==> src/cmpctl_pkg.sv <==
// Purpose: constants and types for the comparator control and edge event block
// Assumes: 8-bit special-function register bus with page select
// Notes: one control and one mode register per comparator, same address on each page
package cmpctl_pkg;
  localparam int unsigned CMPCTL_NUM_CMP = 3;
  localparam logic [7:0] CMPCTL_CTRL_ADDR = 8'h88;
  localparam logic [7:0] CMPCTL_MODE_ADDR = 8'h89;
  localparam logic [7:0] CMPCTL_PAGE_BASE = 8'h01;
  localparam int unsigned CMPCTL_EN_BIT = 7;
  localparam int unsigned CMPCTL_OUT_BIT = 6;
  localparam int unsigned CMPCTL_RISE_BIT = 5;
  localparam int unsigned CMPCTL_FALL_BIT = 4;
  localparam int unsigned CMPCTL_HYP_LSB = 2;
  localparam int unsigned CMPCTL_HYN_LSB = 0;
  localparam int unsigned CMPCTL_RIE_BIT = 5;
  localparam int unsigned CMPCTL_FIE_BIT = 4;
  localparam int unsigned CMPCTL_MD_LSB = 0;
  localparam logic [7:0] CMPCTL_CTRL_RESET = 8'h00;
  localparam logic [7:0] CMPCTL_MODE_RESET = 8'h02;
  localparam logic [7:0] CMPCTL_MODE_WMASK = 8'h33;
  localparam int unsigned CMPCTL_PWRUP_US = 10;
  localparam int unsigned CMPCTL_CLK_MHZ = 25;
  localparam int unsigned CMPCTL_PWRUP_CYCLES = CMPCTL_PWRUP_US * CMPCTL_CLK_MHZ;
  typedef enum logic [1:0] {
    CMPCTL_HYST_OFF,
    CMPCTL_HYST_5MV,
    CMPCTL_HYST_10MV,
    CMPCTL_HYST_20MV
  } cmpctl_hyst_type;
  typedef enum logic [1:0] {
    CMPCTL_RESP_FASTEST,
    CMPCTL_RESP_MODE1,
    CMPCTL_RESP_MODE2,
    CMPCTL_RESP_LOWPOWER
  } cmpctl_resp_type;
endpackage

==> src/cmpctl_top.sv <==
// Purpose: control registers, result read-back and edge event logic for three comparators
// Assumes: analog cores supply raw results asynchronously; sfr bus is single-cycle
// Notes: registers sit on pages 1..3 at addresses 0x88 and 0x89
// Function
// - enable bit seven powers each comparator
// - disabled comparator drives crossbar output low
// - bit six reads present comparator result
// - rising output edge sets rise flag
// - falling output edge sets fall flag
// - edge flags stay set until software clears
// - mode register edge enables gate interrupt
// - extended interrupt enable also gates interrupt
// - bits three-two select positive hysteresis
// - bits one-zero select negative hysteresis
// - mode bits one-zero select response time
// - reset: control zero, mode 0x02
// - unused mode bits read zero, ignore writes
// - control 0x88, mode 0x89, pages one-three
// - output fans out to all consumers
`timescale 1ns/1ps
module cmpctl_top
  import cmpctl_pkg::*;
#(
  parameter int unsigned NUM_CMP = CMPCTL_NUM_CMP
) (
  input wire logic core_clk_in,
  input wire logic rst_b_in,
  input wire logic [7:0] sfr_page_in,
  input wire logic [7:0] sfr_addr_in,
  input wire logic [7:0] sfr_wdata_in,
  input wire logic sfr_wr_in,
  input wire logic sfr_rd_in,
  output logic [7:0] sfr_rdata_out,
  output logic sfr_hit_out,
  input wire logic [NUM_CMP-1:0] cmp_raw_in,
  input wire logic [NUM_CMP-1:0] ext_irq_cmp_enable_in,
  output logic [NUM_CMP-1:0] cmp_enable_out,
  output logic [NUM_CMP*2-1:0] pos_hyst_select_out,
  output logic [NUM_CMP*2-1:0] neg_hyst_select_out,
  output logic [NUM_CMP*2-1:0] response_mode_select_out,
  output logic [NUM_CMP-1:0] crossbar_cmp_out,
  output logic [NUM_CMP-1:0] reset_cmp_out,
  output logic [NUM_CMP-1:0] cmp_result_state_out,
  output logic [NUM_CMP-1:0] cmp_irq_out
);

  // page numbers are eight bits wide, so at most 254 comparators fit above the base page
  if (NUM_CMP < 1 || NUM_CMP > 254) begin : gen_bad_num_cmp
    $error("cmpctl_top: NUM_CMP out of range");
  end

  // page number that selects comparator idx
  function automatic logic page_hit(input logic [7:0] page, input int unsigned idx);
    logic [7:0] want;
    want = 8'(CMPCTL_PAGE_BASE + idx[7:0]);
    return page == want;
  endfunction

  logic [NUM_CMP-1:0] sync_lvl;
  logic [NUM_CMP-1:0] prev_q, prev_d;
  logic [NUM_CMP-1:0] en_q, en_d;
  logic [NUM_CMP-1:0] rise_q, rise_d;
  logic [NUM_CMP-1:0] fall_q, fall_d;
  logic [1:0] hyp_q [NUM_CMP];
  logic [1:0] hyp_d [NUM_CMP];
  logic [1:0] hyn_q [NUM_CMP];
  logic [1:0] hyn_d [NUM_CMP];
  logic [7:0] mode_q [NUM_CMP];
  logic [7:0] mode_d [NUM_CMP];
  logic [7:0] rdata_q, rdata_d;
  logic [NUM_CMP-1:0] irq_q, irq_d;
  logic [NUM_CMP-1:0] cmp_state;
  logic [NUM_CMP-1:0] rise_evt, fall_evt;
  logic [NUM_CMP-1:0] ctrl_sel, mode_sel;
  logic hit;

  genvar g;
  generate
    for (g = 0; g < NUM_CMP; g++) begin : gen_sync
      cmpctl_sync u_sync (
        .core_clk_in(core_clk_in),
        .rst_b_in(rst_b_in),
        .async_in(cmp_raw_in[g]),
        .level_out(sync_lvl[g])
      );
    end
  endgenerate

  // a disabled comparator reads as low so enabling or disabling can itself make an edge;
  // software is expected to ignore events during the power-up time
  always_comb begin
    cmp_state = sync_lvl & en_q;
    prev_d = cmp_state;
    rise_evt = cmp_state & ~prev_q;
    fall_evt = ~cmp_state & prev_q;
  end

  always_comb begin
    ctrl_sel = '0;
    mode_sel = '0;
    hit = 1'b0;
    for (int unsigned i = 0; i < NUM_CMP; i++) begin
      if (page_hit(sfr_page_in, i) && sfr_addr_in == CMPCTL_CTRL_ADDR) begin
        ctrl_sel[i] = 1'b1;
        hit = 1'b1;
      end else if (page_hit(sfr_page_in, i) && sfr_addr_in == CMPCTL_MODE_ADDR) begin
        mode_sel[i] = 1'b1;
        hit = 1'b1;
      end
    end
  end

  always_comb begin
    en_d = en_q;
    rise_d = rise_q;
    fall_d = fall_q;
    for (int unsigned i = 0; i < NUM_CMP; i++) begin
      hyp_d[i] = hyp_q[i];
      hyn_d[i] = hyn_q[i];
      mode_d[i] = mode_q[i];
      if (sfr_wr_in && ctrl_sel[i]) begin
        en_d[i] = sfr_wdata_in[CMPCTL_EN_BIT];
        rise_d[i] = sfr_wdata_in[CMPCTL_RISE_BIT];
        fall_d[i] = sfr_wdata_in[CMPCTL_FALL_BIT];
        hyp_d[i] = sfr_wdata_in[CMPCTL_HYP_LSB +: 2];
        hyn_d[i] = sfr_wdata_in[CMPCTL_HYN_LSB +: 2];
      end
      if (sfr_wr_in && mode_sel[i]) begin
        mode_d[i] = sfr_wdata_in & CMPCTL_MODE_WMASK;
      end
      // hardware set is applied last so it beats a same-cycle clear
      if (rise_evt[i]) begin
        rise_d[i] = 1'b1;
      end
      if (fall_evt[i]) begin
        fall_d[i] = 1'b1;
      end
    end
  end

  always_comb begin
    for (int unsigned i = 0; i < NUM_CMP; i++) begin
      irq_d[i] = ((rise_q[i] & mode_q[i][CMPCTL_RIE_BIT])
               | (fall_q[i] & mode_q[i][CMPCTL_FIE_BIT]))
               & ext_irq_cmp_enable_in[i];
    end
  end

  always_comb begin
    rdata_d = 8'h00;
    for (int unsigned i = 0; i < NUM_CMP; i++) begin
      if (sfr_rd_in && ctrl_sel[i]) begin
        rdata_d = {en_q[i], cmp_state[i], rise_q[i], fall_q[i], hyp_q[i], hyn_q[i]};
      end else if (sfr_rd_in && mode_sel[i]) begin
        rdata_d = mode_q[i] & CMPCTL_MODE_WMASK;
      end
    end
  end

  always_ff @(posedge core_clk_in) begin
    if (!rst_b_in) begin
      prev_q <= '0;
      en_q <= '0;
      rise_q <= '0;
      fall_q <= '0;
      irq_q <= '0;
      rdata_q <= 8'h00;
      for (int unsigned i = 0; i < NUM_CMP; i++) begin
        hyp_q[i] <= CMPCTL_CTRL_RESET[CMPCTL_HYP_LSB +: 2];
        hyn_q[i] <= CMPCTL_CTRL_RESET[CMPCTL_HYN_LSB +: 2];
        mode_q[i] <= CMPCTL_MODE_RESET;
      end
    end else begin
      prev_q <= prev_d;
      en_q <= en_d;
      rise_q <= rise_d;
      fall_q <= fall_d;
      irq_q <= irq_d;
      rdata_q <= rdata_d;
      for (int unsigned i = 0; i < NUM_CMP; i++) begin
        hyp_q[i] <= hyp_d[i];
        hyn_q[i] <= hyn_d[i];
        mode_q[i] <= mode_d[i];
      end
    end
  end

  always_comb begin
    for (int unsigned i = 0; i < NUM_CMP; i++) begin
      pos_hyst_select_out[2*i +: 2] = hyp_q[i];
      neg_hyst_select_out[2*i +: 2] = hyn_q[i];
      response_mode_select_out[2*i +: 2] = mode_q[i][CMPCTL_MD_LSB +: 2];
    end
  end

  assign sfr_rdata_out = rdata_q;
  assign sfr_hit_out = hit;
  assign cmp_enable_out = en_q;
  assign crossbar_cmp_out = cmp_state;
  assign reset_cmp_out = cmp_state;
  assign cmp_result_state_out = cmp_state;
  assign cmp_irq_out = irq_q;
endmodule

==> src/cmpctl_sync.sv <==
// Purpose: three-stage synchroniser with agreement filter for one asynchronous level
// Assumes: input changes slowly compared with the clock
// Notes: the first stage feeds only the second stage
`timescale 1ns/1ps
module cmpctl_sync (
  input wire logic core_clk_in,
  input wire logic rst_b_in,
  input wire logic async_in,
  output logic level_out
);
  logic s1_q, s2_q, s3_q, lvl_q;
  logic lvl_d;

  always_comb begin
    lvl_d = lvl_q;
    if (s2_q == s3_q) begin
      lvl_d = s3_q;
    end
  end

  always_ff @(posedge core_clk_in) begin
    if (!rst_b_in) begin
      s1_q <= 1'b0;
      s2_q <= 1'b0;
      s3_q <= 1'b0;
      lvl_q <= 1'b0;
    end else begin
      s1_q <= async_in;
      s2_q <= s1_q;
      s3_q <= s2_q;
      lvl_q <= lvl_d;
    end
  end

  assign level_out = lvl_q;
endmodule

==> config.mk <==
export PLATFORM = sky130hd
export DESIGN_NAME = cmpctl_top
export DESIGN_NICKNAME = d
export VERILOG_FILES = /design/src/cmpctl_pkg.sv /design/src/cmpctl_top.sv /design/src/cmpctl_sync.sv
export SDC_FILE = /design/constraint.sdc
export NUM_CORES = 1
export LEC_CHECK = 0
export ABC_AREA = 1
export BUFFER_PORTS_ARGS = -buffer_cell sky130_fd_sc_hd__buf_2
export CAP_MARGIN = 20
export CORE_MARGIN = 5
export CORE_UTILIZATION = 53
export CTS_BUF_LIST = sky130_fd_sc_hd__clkbuf_4 sky130_fd_sc_hd__clkbuf_8
export CTS_CLUSTER_SIZE = 28
export DETAILED_ROUTE_END_ITERATION = 8
export GPL_TIMING_DRIVEN = 0
export PLACE_DENSITY = 0.79
export SLEW_MARGIN = 10
export SYNTH_ARGS = -nofsm -noshare
export SYNTH_HDL_FRONTEND = slang
export SYNTH_SLANG_ARGS = --single-unit
==> constraint.sdc <==
create_clock -name core_clk_in -period 1.3 [get_ports core_clk_in]
set_input_delay 0.065 -clock core_clk_in [delete_from_list [all_inputs] [get_ports core_clk_in]]
set_output_delay 0.065 -clock core_clk_in [all_outputs]
set_load 0.02 [all_outputs]
==> results by group <==
Worst setup path
  – Worst path depth: 4
  – Kind of cell adding the most delay to the critical path: flip-flops
  – Data required time of the critical path: 1.24 ns
  – Number of buffer and inverter stages on the critical path: 3
  – Top fanout value on the critical path: 4
  – Type of the setup path with the least slack: flop to output pin
  – Cell with the largest stage delay on the worst path: sky130_fd_sc_hd__dfxtp_2
  – Largest stage delay, worst path: 0.36 ns
  – CP cell instances: nand2_1, inv_1, buf_4, buf_2
  – Signal arrival time at the worst endpoint: 1.16 ns
  – Type of origin of the critical path: flop
  – Kind of end point of the critical path: output pin
  – Register-to-Register Path Depth: 6

STA
  – Final setup violation count: 0
  – Headroom to the max-slew limit: 0.641
  – Share of the cycle needed by the critical path after routing: 0.939
  – Clock period minus final worst setup slack: 1.22 ns
  – Setup tns final: 0 ns
  – Worst clock skew: 0.00888 ns
  – Count of endpoints failing hold in the final timing report: 0
  – Upper clock frequency limit: 820 MHz
  – Setup repair after global routing missed its margin: false
  – Transition time at the pin with the least slew margin: 0.539 ns
  – Slack of the critical path: 0.0799 ns
  – Count of final max-slew check failures: 0

Final layout
  – Layout net count: 478
  – Share of final-layout standard cells stronger than drive strength 1: 0.308
  – Area growth from synthesis to layout: 28.7%
  – Inserted Diodes: 0

Placed design
  – Worst-case setup slack after placement: -0.108 ns
  – HPWL Detailed: 5.06 mm
  – Count of buffers inserted at the top-level ports: 72
  – Final weighted congestion in routability-driven placement: 0.897

Global routing
  – Pin count of the biggest net entering global routing: 11
  – Leftover overflow at the end of global routing: 0
  – First-pass GRT wire length: 11.2 mm
  – Via count of the first global-routing pass: 2410
  – Initial antenna violation count: 0
  – Total global-route track usage: 0.231

Die
  – Area of the core region: 4790 µm²
  – Die height: 80.5 µm
  – Die ar.: 6470 µm²
  – Width of the die: 80.5 µm
  – Number of standard-cell rows in the floorplan: 25
  – Initial cell density of the core: 0.550
  – Boundary pin count: 76

Min path
  – Classification of the worst-slack hold path: primary input to flop
  – Number of stages on the worst hold path: 3

Synth
  – Most instantiated cells after synthesis: sky130_fd_sc_hd__nand2_1 (72), sky130_fd_sc_hd__dfxtp_1 (59), sky130_fd_sc_hd__a21oi_1 (43)
  – Post-Syn Area per Cell: 7.50 µm²
  – Seq/Total Area, Yosys: 0.449
  – Cell taking the most area after synthesis: sky130_fd_sc_hd__dfxtp_1
  – Cell area after technology mapping: 2630 µm²
  – Proportion of netlist area held by the largest area contributor: 0.449
  – Flip-flop cell with the highest count after synthesis: sky130_fd_sc_hd__dfxtp_1
  – Dominant cells by area after synthesis: sky130_fd_sc_hd__dfxtp_1 (45%), sky130_fd_sc_hd__nand2_1 (10%), sky130_fd_sc_hd__a21oi_1 (8.2%), sky130_fd_sc_hd__inv_1 (6.0%), sky130_fd_sc_hd__o21ai_0 (4.2%)
  – Yosys reg bits: 59
  – Number of instances in the synthesized netlist: 351
  – Count of flip-flops with a built-in enable after synthesis: 0
  – Number of distinct library cells after synthesis: 27
  – Yosys synthesis warning count: 0
  – Net Count, Synth: 385
  – Fraction of registers with async set/reset: 0
  – Library cell with the highest instance count after synthesis: sky130_fd_sc_hd__nand2_1

Route
  – Detail-routed net length per standard cell: 13.6 µm
  – Drt via density: 5.00
  – Vias: 2575
  – Number of antenna-violating nets in the routed design: 0
  – Iteration count of the initial detailed-routing pass: 5
  – Number of DRC markers after the initial detailed-route iteration: 133
  – DRC violation count after routing: 0
  – Drt total wl: 7.03 mm

Clock tree
  – TritonCTS clock tree: done
  – Level count of the clock H-tree: 3
  – Post-CTS Repair Setup Buffers: 0
  – Post-CTS clock slew at the launch and capture registers of the worst setup and hold paths: 0.07 ns
  – Sink Count: 59
  – Clock tree buffer depth: 2
  – Cell at the root of the clock tree: sky130_fd_sc_hd__clkbuf_8
  – Worst-skew pair later-pin latency: 0.34 ns
  – Total clock buffers created by CTS: 9

Power
  – Fraction of power spent switching nets: 0.214
  – Ratio of total power to cell area: 1100 nW/µm²
  – Clock network fraction of design power: 0.454
  – Combinational share of power: 0.055
  – Maximum ir drop on the vdd rail: 0.912 mV
  – Part of the total power dissipated in sequential elements: 0.491
  – Internal power of the cells: 2.92 mW
  – Power, Total: 3.72 mW
  – Static Leak: 1.69 nW
  – Switching Power: 0.797 mW

Flow run
  – Max_cap viols: 0

Outcome
  – Run status: completed
==> registers in the layout, summed over array words and instances, names as in the netlist <==
register	cells
mode_q	12
sfr_rdata_out	8
hyn_q	6
hyp_q	6
cmp_enable_out	3
cmp_irq_out	3
fall_q	3
gen_sync.u_sync.level_out	3
gen_sync.u_sync.s1_q	3
gen_sync.u_sync.s2_q	3
gen_sync.u_sync.s3_q	3
prev_q	3
rise_q	3
==> power groups by stage <==
stage                     Sequential, mW  Combinational [mW]  Clock [mW]
after floorplan                     1.86              0.0884           0
after CTS                           1.82               0.200        1.72
after global routing                1.82               0.223        1.80
after detailed placement            1.86               0.176           0
final                               1.82               0.203        1.69
after global placement              1.86               0.173           0
==> repair_timing <==
action | in CTS | in global routing
endpoints found under the setup margin | 4 | 6
gates cloned | 0 | 0
gates resized for setup | 2 | 5
hold endpoints to repair | 12 | 0
hold buffers | 10 | 0
==> layout make-up <==
cell class / count / area, µm²
clock inverters: 2 / 35.0
repair buffers: 82 / 460
well taps: 67 / 83.8
plain buffers: 20 / 129
multi-input cells: 223 / 1140
inverters: 49 / 184
clock buffers: 13 / 166
fillers: 430 / 1400
flip-flops and latches: 59 / 1190
==> worst min-delay path: stages <==
cell and delay, ns:
sky130_fd_sc_hd__buf_2 0.14, sky130_fd_sc_hd__nand2_1 0.07, sky130_fd_sc_hd__a21oi_1 0.05
==> cells in the final DEF (no fill, tap or decap), types with 11 or more instances in the layout <==
| master | n |
|---|---|
| sky130_fd_sc_hd__nand2_1 | 70 |
| sky130_fd_sc_hd__nor2_1 | 28 |
| sky130_fd_sc_hd__dfxtp_1 | 55 |
| sky130_fd_sc_hd__buf_2 | 73 |
| sky130_fd_sc_hd__inv_1 | 41 |
| sky130_fd_sc_hd__buf_4 | 12 |
| sky130_fd_sc_hd__o21ai_0 | 22 |
| sky130_fd_sc_hd__nand3_1 | 12 |
| sky130_fd_sc_hd__clkbuf_8 | 11 |
| sky130_fd_sc_hd__a21oi_1 | 43 |
==> routing by layer <==
| layer | share of wire | vias up | GRT usage |
|---|---|---|---|
| li1 | - | 1305 | - |
| met1 | 0.40 | 1145 | 0.281 |
| met2 | 0.49 | 108 | 0.380 |
| met3 | 0.084 | 17 | 0.0650 |
| met4 | 0.021 | 0 | 0.103 |
| met5 | 0 | - | 0 |
==> worst paths after layout <==
kind                                                end  slack (ns)                    startpoint
worst max-delay path                   reset_cmp_out[0]        0.08  gen_sync[0].u_sync.level_out
worst min-delay path                       mode_q[0][0]        0.04               sfr_wdata_in[0]
worst max register to register         sfr_rdata_out[5]        0.34                 mode_q[0][13]
worst min register to register  gen_sync[0].u_sync.s2_q        0.41       gen_sync[0].u_sync.s1_q
==> kinds of logic (layout without fill, tap and decap cells) <==
family / count (synthesis) / in the layout / synth area share
buffers and inverters: 69 / 166 / 0.119
AO/OA/AOI/OAI: 78 / 78 / 0.156
flip-flops: 59 / 59 / 0.449
AND/OR/NAND/NOR: 145 / 145 / 0.276
==> through the flow <==
step	hold WS (ns)	cell area (µm²)	cells	util
after CTS	0.0196	3380	515	0.706
after detailed placement	0.250	3080	490	0.643
after global placement	0.248	3080	490	0.643
final	0.0370	3390	515	0.708
after global routing	0.0420	3390	515	0.708
after floorplan	0.163	2630	351	-
Note: power is estimated with default switching activity, not from simulation.
